<file path="src/kbhw_pkg.sv">
// Constants, register map and state types of the A20 gate / keyboard reset assist.
// Assumes a 10 MHz system clock and an 8-bit register port.
package kbhw_pkg;

    // ****************************************
    // Register offsets
    // ****************************************
    localparam logic [7:0] ADDR_DATA = 8'h60;
    localparam logic [7:0] ADDR_CMD = 8'h64;
    localparam logic [7:0] ADDR_FAST = 8'h92;
    localparam logic [7:0] ADDR_CTRL = 8'hF0;

    // ****************************************
    // Fields and reset values
    // ****************************************
    localparam logic [7:0] CTRL_RESET = 8'h80;
    localparam logic [7:0] CTRL_RW_MASK = 8'hC7;
    localparam logic [7:0] FAST_RESET = 8'h24;
    localparam logic [7:0] FAST_FIXED = 8'h24;
    localparam int CTRL_CLK_HI = 7;
    localparam int CTRL_CLK_LO = 6;
    localparam int CTRL_FAST_EN = 2;
    localparam int CTRL_HW_GATE = 1;
    localparam int CTRL_HW_RST = 0;
    localparam logic [1:0] CLK_SEL_12M = 2'b10;
    localparam int FAST_GATE_BIT = 1;
    localparam int FAST_RST_BIT = 0;
    localparam int D1_GATE_BIT = 1;
    localparam int D1_RST_BIT = 0;
    localparam logic [7:0] CMD_D1 = 8'hD1;
    localparam logic [7:0] CMD_PULSE = 8'hFE;

    // ****************************************
    // Timing
    // ****************************************
    localparam int CLK_KHZ = 10000;
    localparam int DELAY_NS = 14000;
    localparam int LOW_NS = 6000;
    localparam logic [7:0] DELAY_CYC = 8'((DELAY_NS * CLK_KHZ + 999999) / 1000000);
    localparam logic [7:0] LOW_CYC = 8'((LOW_NS * CLK_KHZ + 999999) / 1000000);

    // ****************************************
    // State types
    // ****************************************
    typedef enum logic [1:0] {KBHW_P_IDLE = 2'b00, KBHW_P_DELAY = 2'b01,
        KBHW_P_LOW = 2'b11} kbhw_pulse_t;
    typedef enum logic {KBHW_C_IDLE = 1'b0, KBHW_C_WAIT = 1'b1} kbhw_cmd_t;

endpackage : kbhw_pkg

</file>
<file path="src/kbhw_pulse_gen.sv">
// Delayed keyboard reset pulse: waits, then holds a low request for a fixed time.
// Assumes start is a one-cycle strobe from logic on the same clock.
`timescale 1ns/10ps
`default_nettype none
module kbhw_pulse_gen
    import kbhw_pkg::*;
(
    // Clock and reset
    input wire logic sys_clk,
    input wire logic rst,
    input wire logic ce,
    // Control
    input wire logic start,
    output logic pulseLow
);

    kbhw_pulse_t state_reg;
    kbhw_pulse_t state_next;
    logic [7:0] cnt_reg;
    logic [7:0] cnt_next;
    logic pulseLow_next;

    // ****************************************
    // Sequencer
    // ****************************************
    always_comb
    begin
        state_next = state_reg;
        cnt_next = cnt_reg;
        case (state_reg)
            KBHW_P_IDLE:
            begin
                if (start)
                begin
                    state_next = KBHW_P_DELAY;
                    cnt_next = 8'h00;
                end
            end
            KBHW_P_DELAY:
            begin
                cnt_next = cnt_reg + 8'h01;
                if (cnt_reg == DELAY_CYC - 8'h01)
                begin
                    state_next = KBHW_P_LOW;
                    cnt_next = 8'h00;
                end
            end
            KBHW_P_LOW:
            begin
                cnt_next = cnt_reg + 8'h01;
                if (cnt_reg == LOW_CYC - 8'h01)
                begin
                    state_next = KBHW_P_IDLE;
                    cnt_next = 8'h00;
                end
            end
            default:
            begin
                state_next = KBHW_P_IDLE;
                cnt_next = 8'h00;
            end
        endcase
        pulseLow_next = (state_next == KBHW_P_LOW);
    end

    always_ff @(posedge sys_clk or posedge rst)
    begin
        if (rst)
        begin
            state_reg <= KBHW_P_IDLE;
            cnt_reg <= 8'h00;
            pulseLow <= 1'b0;
        end
        else if (ce)
        begin
            state_reg <= state_next;
            cnt_reg <= cnt_next;
            pulseLow <= pulseLow_next;
        end
    end

    // ****************************************
    // Checks
    // ****************************************
    property p_pulse_start;
        @(posedge sys_clk) disable iff (rst)
        (ce && start && state_reg == KBHW_P_IDLE) |=> (state_reg == KBHW_P_DELAY && !pulseLow);
    endproperty
    a_pulse_start: assert property (p_pulse_start) else $error("pulse did not start delay");
    property p_pulse_low;
        @(posedge sys_clk) disable iff (rst)
        (ce && state_reg == KBHW_P_DELAY && cnt_reg == DELAY_CYC - 8'h01) |=> pulseLow;
    endproperty
    a_pulse_low: assert property (p_pulse_low) else $error("low phase missing after delay");
    property p_pulse_end;
        @(posedge sys_clk) disable iff (rst)
        (ce && state_reg == KBHW_P_LOW && cnt_reg == LOW_CYC - 8'h01) |=> !pulseLow;
    endproperty
    a_pulse_end: assert property (p_pulse_end) else $error("low phase not ended");

endmodule : kbhw_pulse_gen
`default_nettype wire

</file>
<file path="src/kbhw_gate_reset.sv">
// A20 gate and keyboard reset assist logic with its register port.
// Assumes register port and firmware levels come from logic on sys_clk.
//
// How it works
// - Control bits 7:6 select the controller clock, and only pattern 10 (12 MHz) is valid.
// - Control bit 2 lets the fast port drive the gate and reset, and clearing it disables the port.
// - Control bit 1 hands the A20 gate output to the hardware logic.
// - Control bit 0 hands the keyboard reset output to the hardware logic.
// - The data byte after a D1 command sets the gate to its bit 1.
// - The data byte after a D1 command sets the reset output to its bit 0.
// - An FE command gives a reset low pulse of at least 6 us after at least 14 us.
// - On the controller path the gate and the reset are each owned by either firmware or the hardware logic, never both.
// - With the fast port enabled its gate and reset are merged with the controller path.
// - Fast port bit 1 drives the gate high when 1; when 0 it leaves the gate to the controller path.
// - Fast port bit 0 rising gives a reset low pulse of at least 6 us after at least 14 us.
// - The fast port resets to 0x24 with bits 5 and 2 reading 1 and 7:6, 4:3 reading 0.
//
// Our own choice: the plain strobed port.
`timescale 1ns/10ps
`default_nettype none
module kbhw_gate_reset
    import kbhw_pkg::*;
(
    // Clock and reset
    input wire logic sys_clk,
    input wire logic rst,
    input wire logic ce,
    // Register port
    input wire logic [7:0] regAddr,
    input wire logic [7:0] regWrData,
    input wire logic regWrStb,
    input wire logic regRdStb,
    output logic [7:0] regRdData,
    // Firmware levels
    input wire logic fwGateLevel,
    input wire logic fwResetN,
    // Outputs
    output logic addrLine20Gate,
    output logic cpuResetOutN,
    output logic clkSel12m
);

    // ****************************************
    // Helpers
    // ****************************************
    function automatic logic isWrite(input logic stb, input logic [7:0] a, input logic [7:0] t);
        isWrite = stb && (a == t);
    endfunction : isWrite

    // ****************************************
    // Declarations
    // ****************************************
    logic [7:0] ctrl_reg;
    logic [7:0] ctrl_next;
    logic fastGateLevel_reg;
    logic fastGateLevel_next;
    logic fastResetRequest_reg;
    logic fastResetRequest_next;
    logic hwGateLevel_reg;
    logic hwGateLevel_next;
    logic hwResetLevel_reg;
    logic hwResetLevel_next;
    kbhw_cmd_t cmd_reg;
    kbhw_cmd_t cmd_next;
    logic [7:0] rdData_next;
    logic gate_next;
    logic resetN_next;
    logic clkSel_next;
    logic ctrlWrite;
    logic fastWrite;
    logic cmdWrite;
    logic dataWrite;
    logic fastPortEnable;
    logic hwGateEnable;
    logic hwResetEnable;
    logic feStart;
    logic fastStart;
    logic fePulseLow;
    logic fastPulseLow;
    logic ctlrGate;
    logic ctlrResetAssert;
    logic fastResetAssert;

    assign ctrlWrite = isWrite(regWrStb, regAddr, ADDR_CTRL);
    assign fastWrite = isWrite(regWrStb, regAddr, ADDR_FAST);
    assign cmdWrite = isWrite(regWrStb, regAddr, ADDR_CMD);
    assign dataWrite = isWrite(regWrStb, regAddr, ADDR_DATA);
    assign fastPortEnable = ctrl_reg[CTRL_FAST_EN];
    assign hwGateEnable = ctrl_reg[CTRL_HW_GATE];
    assign hwResetEnable = ctrl_reg[CTRL_HW_RST];

    // ****************************************
    // Control register
    // ****************************************
    always_comb
    begin
        ctrl_next = ctrl_reg;
        if (ctrlWrite)
        begin
            ctrl_next = regWrData & CTRL_RW_MASK;
        end
    end

    always_ff @(posedge sys_clk or posedge rst)
    begin
        if (rst)
        begin
            ctrl_reg <= CTRL_RESET;
        end
        else if (ce)
        begin
            ctrl_reg <= ctrl_next;
        end
    end

    // ****************************************
    // Fast control port
    // ****************************************
    always_comb
    begin
        fastGateLevel_next = fastGateLevel_reg;
        fastResetRequest_next = fastResetRequest_reg;
        fastStart = 1'b0;
        if (fastWrite)
        begin
            fastGateLevel_next = regWrData[FAST_GATE_BIT];
            fastResetRequest_next = regWrData[FAST_RST_BIT];
            fastStart = fastPortEnable && regWrData[FAST_RST_BIT] && !fastResetRequest_reg;
        end
    end

    always_ff @(posedge sys_clk or posedge rst)
    begin
        if (rst)
        begin
            fastGateLevel_reg <= FAST_RESET[FAST_GATE_BIT];
            fastResetRequest_reg <= FAST_RESET[FAST_RST_BIT];
        end
        else if (ce)
        begin
            fastGateLevel_reg <= fastGateLevel_next;
            fastResetRequest_reg <= fastResetRequest_next;
        end
    end

    // ****************************************
    // Command decode
    // ****************************************
    always_comb
    begin
        cmd_next = cmd_reg;
        hwGateLevel_next = hwGateLevel_reg;
        hwResetLevel_next = hwResetLevel_reg;
        feStart = 1'b0;
        case (cmd_reg)
            KBHW_C_IDLE:
            begin
                if (cmdWrite && regWrData == CMD_D1)
                begin
                    cmd_next = KBHW_C_WAIT;
                end
            end
            KBHW_C_WAIT:
            begin
                if (cmdWrite && regWrData != CMD_D1)
                begin
                    cmd_next = KBHW_C_IDLE;
                end
                else if (dataWrite)
                begin
                    cmd_next = KBHW_C_IDLE;
                    hwGateLevel_next = regWrData[D1_GATE_BIT];
                    hwResetLevel_next = regWrData[D1_RST_BIT];
                end
            end
            default:
            begin
                cmd_next = KBHW_C_IDLE;
            end
        endcase
        if (cmdWrite && regWrData == CMD_PULSE && hwResetEnable)
        begin
            feStart = 1'b1;
        end
    end

    always_ff @(posedge sys_clk or posedge rst)
    begin
        if (rst)
        begin
            cmd_reg <= KBHW_C_IDLE;
            hwGateLevel_reg <= 1'b0;
            hwResetLevel_reg <= 1'b1;
        end
        else if (ce)
        begin
            cmd_reg <= cmd_next;
            hwGateLevel_reg <= hwGateLevel_next;
            hwResetLevel_reg <= hwResetLevel_next;
        end
    end

    // ****************************************
    // Reset pulse timers
    // ****************************************
    kbhw_pulse_gen u_fe_pulse (
        .sys_clk(sys_clk),
        .rst(rst),
        .ce(ce),
        .start(feStart),
        .pulseLow(fePulseLow)
    );

    kbhw_pulse_gen u_fast_pulse (
        .sys_clk(sys_clk),
        .rst(rst),
        .ce(ce),
        .start(fastStart),
        .pulseLow(fastPulseLow)
    );

    // ****************************************
    // Output merge and read path
    // ****************************************
    always_comb
    begin
        ctlrGate = hwGateEnable ? hwGateLevel_reg : fwGateLevel;
        ctlrResetAssert = hwResetEnable ? (!hwResetLevel_reg || fePulseLow) : !fwResetN;
        fastResetAssert = fastPortEnable && fastPulseLow;
        gate_next = ctlrGate || (fastPortEnable && fastGateLevel_reg);
        resetN_next = !(ctlrResetAssert || fastResetAssert);
        clkSel_next = (ctrl_reg[CTRL_CLK_HI:CTRL_CLK_LO] == CLK_SEL_12M);
        rdData_next = 8'h00;
        if (regRdStb)
        begin
            case (regAddr)
                ADDR_CTRL: rdData_next = ctrl_reg;
                ADDR_FAST: rdData_next = FAST_FIXED |
                    {6'h00, fastGateLevel_reg, fastResetRequest_reg};
                default: rdData_next = 8'h00;
            endcase
        end
    end

    always_ff @(posedge sys_clk or posedge rst)
    begin
        if (rst)
        begin
            regRdData <= 8'h00;
            addrLine20Gate <= 1'b0;
            cpuResetOutN <= 1'b1;
            clkSel12m <= 1'b1;
        end
        else if (ce)
        begin
            regRdData <= rdData_next;
            addrLine20Gate <= gate_next;
            cpuResetOutN <= resetN_next;
            clkSel12m <= clkSel_next;
        end
    end

    // ****************************************
    // Checks
    // ****************************************
    property p_clk_sel;
        @(posedge sys_clk) disable iff (rst)
        ce |=> (clkSel12m == ($past(ctrl_reg[CTRL_CLK_HI:CTRL_CLK_LO]) == CLK_SEL_12M));
    endproperty
    a_clk_sel: assert property (p_clk_sel) else $error("clock select flag wrong");

    property p_fast_off;
        @(posedge sys_clk) disable iff (rst)
        (ce && !fastPortEnable && !hwGateEnable) |=> (addrLine20Gate == $past(fwGateLevel));
    endproperty
    a_fast_off: assert property (p_fast_off) else $error("disabled fast port moved gate");

    property p_hw_gate;
        @(posedge sys_clk) disable iff (rst)
        (ce && hwGateEnable && !fastPortEnable) |=> (addrLine20Gate == $past(hwGateLevel_reg));
    endproperty
    a_hw_gate: assert property (p_hw_gate) else $error("gate not from hardware logic");

    property p_fw_reset;
        @(posedge sys_clk) disable iff (rst)
        (ce && !hwResetEnable && !fastPortEnable) |=> (cpuResetOutN == $past(fwResetN));
    endproperty
    a_fw_reset: assert property (p_fw_reset) else $error("reset not from firmware");

    property p_d1_gate;
        @(posedge sys_clk) disable iff (rst)
        (ce && cmd_reg == KBHW_C_WAIT && dataWrite)
            |=> (hwGateLevel_reg == $past(regWrData[D1_GATE_BIT])) && cmd_reg == KBHW_C_IDLE;
    endproperty
    a_d1_gate: assert property (p_d1_gate) else $error("D1 data did not set gate");

    property p_d1_reset;
        @(posedge sys_clk) disable iff (rst)
        (ce && cmd_reg == KBHW_C_WAIT && dataWrite)
            |=> (hwResetLevel_reg == $past(regWrData[D1_RST_BIT]));
    endproperty
    a_d1_reset: assert property (p_d1_reset) else $error("D1 data did not set reset");

    property p_fast_gate;
        @(posedge sys_clk) disable iff (rst)
        (ce && fastWrite) |=> (fastGateLevel_reg == $past(regWrData[FAST_GATE_BIT]));
    endproperty
    a_fast_gate: assert property (p_fast_gate) else $error("fast gate bit not stored");

    property p_merge;
        @(posedge sys_clk) disable iff (rst)
        (ce && fastPortEnable && (fastGateLevel_reg || ctlrGate)) |=> addrLine20Gate;
    endproperty
    a_merge: assert property (p_merge) else $error("merged gate not OR of sources");

    property p_fast_read;
        @(posedge sys_clk) disable iff (rst)
        (ce && regRdStb && regAddr == ADDR_FAST) |=> (regRdData[7:2] == 6'b001001);
    endproperty
    a_fast_read: assert property (p_fast_read) else $error("fast port reserved bits wrong");

    property p_ctrl_read;
        @(posedge sys_clk) disable iff (rst)
        (ce && regRdStb && regAddr == ADDR_CTRL) |=> (regRdData[5:3] == 3'b000);
    endproperty
    a_ctrl_read: assert property (p_ctrl_read) else $error("control reserved bits not zero");

endmodule : kbhw_gate_reset
`default_nettype wire

</file>
<file path="config.mk">
export PLATFORM = sky130hd
export DESIGN_NAME = kbhw_gate_reset
export DESIGN_NICKNAME = d
export VERILOG_FILES = /design/src/kbhw_pkg.sv /design/src/kbhw_pulse_gen.sv /design/src/kbhw_gate_reset.sv
export SDC_FILE = /design/constraint.sdc
export NUM_CORES = 1
export LEC_CHECK = 0
export BUFFER_PORTS_ARGS = -buffer_cell sky130_fd_sc_hd__buf_2
export CORE_MARGIN = 3
export CORE_UTILIZATION = 50
export DETAILED_ROUTE_END_ITERATION = 8
export PLACE_DENSITY = 0.74
export SYNTH_ARGS = -nofsm -noshare
export SYNTH_HDL_FRONTEND = slang
export SYNTH_SLANG_ARGS = --single-unit
</file>
<file path="constraint.sdc">
create_clock -name sys_clk -period 1.7 [get_ports sys_clk]
set_input_delay 0.34 -clock sys_clk [delete_from_list [all_inputs] [get_ports sys_clk]]
set_output_delay 0.34 -clock sys_clk [all_outputs]
set_load 0.03 [all_outputs]
</file>
==> insert_results.sql, run 1 <==
INSERT INTO impl_metrics (metric_group, metric, value, unit) VALUES
('run_status', 'outcome', 'finished clean', ''),
('floorplanning', 'coreArea', '0.00417', 'mm2'),
('clocking', 'count_of_h_tree_levels_built_during_cts', '2', ''),
('layout', 'finish.utilization', '0.668', ''),
('logic_synthesis', 'synth.yosys.warnings', '0', ''),
('clocking', 'clkSinkCount', '41', ''),
('logic_synthesis', 'synth_top_family_by_area', 'simple AND/OR/NAND/NOR gates', ''),
('route', 'route.detailed.vias_per_inst', '6.08', ''),
('logic_synthesis', 'parity_gate_share_of_the_synthesized_area_counting_xor_and_xnor_cells', '0', ''),
('logic_synthesis', 'asr_flop_ratio_synth', '1.00', ''),
('power', 'post-layout-total-power', '2.84', 'mW'),
('layout', 'final_area', '0.00279', 'mm2'),
('floorplanning', 'ios', '34', ''),
('global_routing', 'grt_max_degree', '42', ''),
('route', 'met3_length', '277', 'um'),
('power', 'power.switching_fraction', '0.319', ''),
('route', 'dr_wl_met2', '2600', 'um'),
('logic_synthesis', 'post-synth-top-count-cell', 'sky130_fd_sc_hd__dfrtp_1', ''),
('logic_synthesis', 'synth_top_flop_cell', 'sky130_fd_sc_hd__dfrtp_1', ''),
('clocking', 'cts_made_buffers', '5', ''),
('timing', 'layout_min_cycle_time', '1640', 'ps'),
('logic_synthesis', 'share_of_synthesized_area_occupied_by_flip_flops_and_latches', '0.460', ''),
('global_routing', 'grt_pass1_vias', '1941', ''),
('critical_path', 'worstPathMaxFanout', '9', ''),
('floorplanning', 'floorplan.die_area', '0.00532', 'mm2'),
('route', 'wl', '5440', 'um'),
('logic_synthesis', 'synthTopCellsByCount', '37 x sky130_fd_sc_hd__dfrtp_1, 20 x sky130_fd_sc_hd__nand2_1, 16 x sky130_fd_sc_hd__inv_1', ''),
('power', 'power.density_cell_area', '1020', 'mW/mm2'),
('logic_synthesis', 'synth.ff_latch_count', '41', ''),
('logic_synthesis', 'synth_fa_ha_area_frac', '0.0112', ''),
('layout', 'syn_to_final_growth', '24.4', '%'),
('clocking', 'cts_setup_buffers', '0', ''),
('route', 'wl_met1', '2440', 'um'),
('placement', 'dp_hpwl', '3960', 'um'),
('critical_path', 'critPathLaunchType', 'register', ''),
('placement', 'place.port_buffers', '31', ''),
('timing', 'timing.slew.headroom', '0.658', ''),
('power', 'p_clk_frac', '0.285', ''),
('critical_path', 'worstPathRequired', '1910', 'ps'),
('clocking', 'clk_root_buffer_cell', 'sky130_fd_sc_hd__clkbuf_8', ''),
('logic_synthesis', 'synth_edf_count', '0', ''),
('global_routing', 'grt_antenna_before_repair', '0', ''),
('logic_synthesis', 'synth_cells', '221', ''),
('timing', 'report.final.setup_viol', '0', ''),
('placement', 'place_area', '0.00265', 'mm2'),
('logic_synthesis', 'compound_gate_portion_of_the_synthesized_area', '0.169', ''),
('layout', 'inserted_diodes', '0', ''),
('floorplanning', 'fp-row-count', '23', ''),
('clocking', 'insertion_delay_of_the_later_clocked_pin_in_the_worst_skew_pair', '300', 'ps'),
('timing', 'ratio_of_final_minimum_period_to_clock_period', '0.963', ''),
('clocking', 'tritoncts', 'yes', ''),
('logic_synthesis', 'yosysTopAreaCellShare', '0.413', ''),
('power', 'share_seq_of_total_power', '0.445', ''),
('power', 'power.static_leakage', '1.36', 'nW'),
('global_routing', 'wire_length_of_the_first_global_routing_pass', '9170', 'um'),
('logic_synthesis', 'post_synth_and_or_nand_nor_area_fraction', '0.238', ''),
('power', 'power_report.internal_total', '1.94', 'mW'),
('route', 'drt-initial-drc-count', '156', ''),
('logic_synthesis', 'synthMuxAreaShare', '0.0715', ''),
('route', 'drc_errors', '0', ''),
('floorplanning', 'initial_utilization', '0.537', ''),
('critical_path', 'critical_path_arrival', '1850', 'ps'),
('power', 'worst_vdd_rail_ir_drop', '0.836', 'mV'),
('layout', 'layout.nets', '305', ''),
('timing', 'worst_clock_skew', '10.2', 'ps'),
('clocking', 'cts.clk_slew.worst_paths', '90', 'ps'),
('global_routing', 'grt_usage', '0.224', ''),
('logic_synthesis', 'syn_area', '0.00224', 'mm2'),
('logic_synthesis', 'yosysTopAreaCell', 'sky130_fd_sc_hd__dfrtp_1', ''),
('critical_path', 'setup.worst_path.end_class', 'register', ''),
('global_routing', 'grt_overflow_total', '0', '');
==> area by class of cell <==
class                   instances  area (um2)
clock inverters                 3        46.3
repair buffers                 62         388
multi-input cells             154        1130
inverters                      16        60.1
fillers                       331        1390
well taps                      50        62.6
clock buffers                   5        68.8
flip-flops and latches         41        1030
==> per-layer routing <==
metal,global-route usage,vias to the layer above
li1,-,955
met1,0.325,978
met2,0.337,64
met3,0.0399,15
met4,0.0758,0
met5,0,-
==> cell families (layout without fill, tap and decap cells) <==
kind of cell,count (synthesis),after routing
flops,41,41
simple gates,87,87
fa+ha+maj,2,2
mux,14,14
compound gates,49,49
buf+inv,27,86
other cells,1,2
==> metrics by stage <==
step	setup TNS [ps]	hold slack, ps	setup WS (ps)
6_report	0	141	63.1
5_1_grt	-46.6	188	-25.1
4_1_cts	0	167	39.1
3_5_place_dp	-1590	466	-185
3_3_place_gp	-1010	457	-121
2_1_floorplan	0	442	16.7
==> worst max-delay path: stages, from the launching register on <==
cell                       delay (ps)
sky130_fd_sc_hd__dfrtp_1          440
sky130_fd_sc_hd__and4b_1          230
sky130_fd_sc_hd__o21ai_2          340
sky130_fd_sc_hd__or4b_1           470
sky130_fd_sc_hd__o221ai_1          80
==> final timing paths <==
kind | startpoint | endpoint | slack, ps | cells past startpoint
max reg2reg | u_fe_pulse.cnt_reg[7] | u_fe_pulse.cnt_reg[4] | 60 | 4
min in group sys_clk | regWrData[7] | ctrl_reg[7] | 290 | 2
max in group asynchronous | rst | cpuResetOutN | 1180 | 3
max | u_fe_pulse.cnt_reg[7] | u_fe_pulse.cnt_reg[4] | 60 | 4
min | rst | u_fast_pulse.cnt_reg[3] | 140 | 3
min reg2reg | regRdData[5] | regRdData[5] | 480 | 1
==> power groups by stage <==
stage,Combinational (mW),Sequential (mW),Clock (mW)
2_1_floorplan,0.441,1.26,0
6_report,0.767,1.26,0.810
3_5_place_dp,0.727,1.26,0
3_3_place_gp,0.701,1.26,0
5_1_grt,0.884,1.29,0.863
4_1_cts,0.738,1.25,0.824
==> repair_timing <==
action                     in CTS  in global routing
resized for setup               1                  4
setup endpoints to repair       4                  7
pin swaps                       0                  1
hold endpoints to repair        0                  0
hold buffers                    0                  0
==> cell usage in the layout, fill, tap and decap left out, types with 2 or more instances in the layout <==
| cell | instances |
|---|---|
| sky130_fd_sc_hd__buf_2 | 31 |
| sky130_fd_sc_hd__and4b_1 | 3 |
| sky130_fd_sc_hd__or4b_1 | 3 |
| sky130_fd_sc_hd__o21ai_0 | 9 |
| sky130_fd_sc_hd__nand2b_1 | 3 |
| sky130_fd_sc_hd__mux2_2 | 8 |
| sky130_fd_sc_hd__mux2_4 | 2 |
| sky130_fd_sc_hd__inv_1 | 16 |
| sky130_fd_sc_hd__nor3_1 | 2 |
| sky130_fd_sc_hd__nand3_1 | 13 |
| sky130_fd_sc_hd__ha_2 | 2 |
| sky130_fd_sc_hd__conb_1 | 2 |
| sky130_fd_sc_hd__or3b_4 | 2 |
| sky130_fd_sc_hd__o2bb2ai_1 | 4 |
| sky130_fd_sc_hd__nand2_1 | 20 |
| sky130_fd_sc_hd__clkbuf_8 | 5 |
| sky130_fd_sc_hd__nand4_1 | 9 |
| sky130_fd_sc_hd__mux2i_1 | 4 |
| sky130_fd_sc_hd__dfrtp_1 | 37 |
| sky130_fd_sc_hd__o211ai_1 | 2 |
| sky130_fd_sc_hd__a221o_1 | 3 |
| sky130_fd_sc_hd__nor2b_1 | 3 |
| sky130_fd_sc_hd__o221ai_1 | 6 |
| sky130_fd_sc_hd__nand3b_1 | 3 |
| sky130_fd_sc_hd__dfstp_2 | 4 |
| sky130_fd_sc_hd__buf_4 | 31 |
| sky130_fd_sc_hd__nor2_1 | 10 |
| sky130_fd_sc_hd__a22o_1 | 3 |
| sky130_fd_sc_hd__a31oi_1 | 5 |
| sky130_fd_sc_hd__a41oi_1 | 3 |
| sky130_fd_sc_hd__and4_1 | 3 |
| sky130_fd_sc_hd__nor4b_1 | 2 |
| sky130_fd_sc_hd__nor4_1 | 2 |
| sky130_fd_sc_hd__o21ai_2 | 3 |
Power figures use the tool's default switching activity.
==> run 2, diff against run 1 <==
--- a/config.mk
+++ b/config.mk
@@ -10,6 +10,7 @@
 export CORE_UTILIZATION = 50
 export DETAILED_ROUTE_END_ITERATION = 8
 export PLACE_DENSITY = 0.74
+export REMOVE_ABC_BUFFERS = 1
 export SYNTH_ARGS = -nofsm -noshare
 export SYNTH_HDL_FRONTEND = slang
 export SYNTH_SLANG_ARGS = --single-unit
==> insert_results.sql, run 2 (synthesis gave the netlist of run 1 again) <==
INSERT INTO impl_metrics (metric_group, metric, value, unit) VALUES
('timing', 'timing_worst_slew_pin_value', '509', 'ps'),
('critical_path', 'critPathLaunchType', 'register', ''),
('timing', 'timing.slew.headroom', '0.661', ''),
('clocking', 'count_of_h_tree_levels_built_during_cts', '2', ''),
('critical_path', 'reg2regPathDepth', '6', ''),
('hold_path', 'min-delay-path-class', 'input pin to asynchronous set/reset pin', ''),
('power', 'power.density_cell_area', '1030', 'mW/mm2'),
('critical_path', 'critical_path_arrival', '1840', 'ps'),
('timing', 'layout_min_cycle_time', '1630', 'ps'),
('job', 'maxCapViolCount', '0', ''),
('critical_path', 'setup.worst_path.end_class', 'register', ''),
('global_routing', 'wire_length_of_the_first_global_routing_pass', '8600', 'um'),
('critical_path', 'worstPathRequired', '1920', 'ps'),
('route', 'route.detailed.vias_per_inst', '5.97', ''),
('layout', 'layout.nets', '298', ''),
('route', 'detailedRoute.firstPassIterationCount', '4', ''),
('clocking', 'clkSinkCount', '41', ''),
('floorplanning', 'coreArea', '0.00417', 'mm2'),
('floorplanning', 'floorplan.die.width', '72.9', 'um'),
('timing', 'finalHoldViolations', '0', ''),
('floorplanning', 'initial_utilization', '0.537', ''),
('route', 'routed-via-count', '1935', ''),
('layout', 'inserted_diodes', '0', ''),
('route', 'drt-initial-drc-count', '77', ''),
('placement', 'place.gp.congestion', '0.864', ''),
('timing', 'worst_clock_skew', '6.88', 'ps'),
('power', 'power.static_leakage', '1.33', 'nW'),
('route', 'drc_errors', '0', ''),
('layout', 'layout-drive-gt1-share', '0.321', ''),
('route', 'route.detailed.wl_per_inst', '16.1', 'um'),
('clocking', 'cts_hold_repair.buffers', '0', ''),
('timing', 'report.final.setup_viol', '0', ''),
('critical_path', 'worstPathMaxFanout', '9', ''),
('route', 'route.antenna.remaining_nets', '0', ''),
('placement', 'dp_hpwl', '3840', 'um'),
('timing', 'fmaxAchievable', '614', 'MHz'),
('timing', 'ratio_of_final_minimum_period_to_clock_period', '0.958', ''),
('power', 'worst_vdd_rail_ir_drop', '0.655', 'mV'),
('timing', 'report.final.slew_viol_count', '0', ''),
('clocking', 'cts.clk_slew.worst_paths', '80', 'ps'),
('layout', 'final_common_cell', 'sky130_fd_sc_hd__dfrtp_1', ''),
('critical_path', 'crit-reg2reg-launch', 'u_fe_pulse.cnt_reg[1]', ''),
('placement', 'place.port_buffers', '31', ''),
('floorplanning', 'die_h', '72.9', 'um'),
('global_routing', 'grt_usage', '0.210', ''),
('clocking', 'insertion_delay_of_the_later_clocked_pin_in_the_worst_skew_pair', '300', 'ps'),
('clocking', 'tritoncts', 'yes', ''),
('floorplanning', 'fp-row-count', '23', ''),
('clocking', 'clk_root_buffer_cell', 'sky130_fd_sc_hd__clkbuf_8', ''),
('clocking', 'clock_tree.buffer_depth', '2', ''),
('layout', 'syn_to_final_growth', '21.6', '%'),
('timing', 'rsz0062_at_grt', 'true', ''),
('run_status', 'outcome', 'finished clean', ''),
('critical_path', 'reg2reg_setup_slack', '70', 'ps'),
('global_routing', 'grt_pass1_vias', '1882', ''),
('clocking', 'cts_made_buffers', '5', ''),
('layout', 'finish.utilization', '0.653', ''),
('power', 'post-layout-total-power', '2.80', 'mW'),
('floorplanning', 'ios', '34', ''),
('global_routing', 'grt_max_degree', '42', ''),
('route', 'wl', '5230', 'um'),
('critical_path', 'criticalPathCategory', 'register to register', ''),
('global_routing', 'grt_antenna_before_repair', '0', ''),
('floorplanning', 'floorplan.die_area', '0.00532', 'mm2'),
('global_routing', 'grt_overflow_total', '0', ''),
('critical_path', 'regToRegEndpoint', 'u_fe_pulse.cnt_reg[4]', ''),
('layout', 'final_cell_mix', '37 x sky130_fd_sc_hd__dfrtp_1, 31 x sky130_fd_sc_hd__buf_2, 24 x sky130_fd_sc_hd__buf_4', '');
==> run 2: worst max path at each step <==
stage	from	to	slack, ps
global placement	regAddr[5]	u_fast_pulse.cnt_reg[2]	-120
global route	u_fe_pulse.cnt_reg[1]	u_fe_pulse.state_reg[0]	-20
CTS	u_fe_pulse.cnt_reg[1]	u_fe_pulse.cnt_reg[4]	20
detailed placement	regAddr[5]	u_fast_pulse.cnt_reg[2]	-180
finish	u_fe_pulse.cnt_reg[1]	u_fe_pulse.cnt_reg[4]	70
floorplan	regAddr[5]	u_fast_pulse.cnt_reg[2]	20
==> run 2: repair_timing <==
action,CTS,global route
resized for setup,0,2
setup buffers,0,0
endpoints found under the setup margin,0,5
==> run 2: critical path, stage by stage, from the launching register on <==
cell and delay (ps):
sky130_fd_sc_hd__dfrtp_1 400, sky130_fd_sc_hd__ha_1 200, sky130_fd_sc_hd__nor4bb_1 140, sky130_fd_sc_hd__buf_4 150, sky130_fd_sc_hd__o21ai_4 100, sky130_fd_sc_hd__or4b_1 460
sky130_fd_sc_hd__o221ai_1 80
==> run 2: routing by layer <==
layer	part of all wire	up-vias	routed length [um]	GRT usage
met2	0.49	52	2580	0.334
met4	0.016	0	85	0.0963
met3	0.048	9	252	0.0482
li1	-	940	-	-
met5	0	-	0	0
met1	0.44	934	2320	0.271
==> run 2: stage by stage <==
stage | instance area (um2) | hold slack [ps] | instances | setup TNS, ps | setup WS, ps
after floorplan | 2200 | 414 | 211 | 0 | 16.7
after global placement | 2590 | 465 | 316 | -853 | -122
after detailed placement | 2590 | 458 | 316 | -1530 | -175
after CTS | 2710 | 161 | 324 | 0 | 23.2
after global routing | 2720 | 187 | 324 | -58.5 | -22.4
final | 2720 | 137 | 324 | 0 | 71.0
==> run 2: cell type report <==
cell class                      instances  area (um2)
Sequential cell                        41        1030
Clock buffer                            7        86.3
Multi-Input combinational cell        154        1120
Fill cell                             327        1450
Clock inverter                          1        30.0
Tap cell                               50        62.6
Timing Repair Buffer                   55         335
Inverter                               16        60.1
==> run 2: where the power goes <==
| part | switching [mW] | total [mW] | internal (mW) |
|---|---|---|---|
| Clock | 0.353 | 0.831 | 0.479 |
| Sequential | 0.143 | 1.25 | 1.11 |
| Combinational | 0.369 | 0.715 | 0.346 |
| Total | 0.865 | 2.80 | 1.94 |
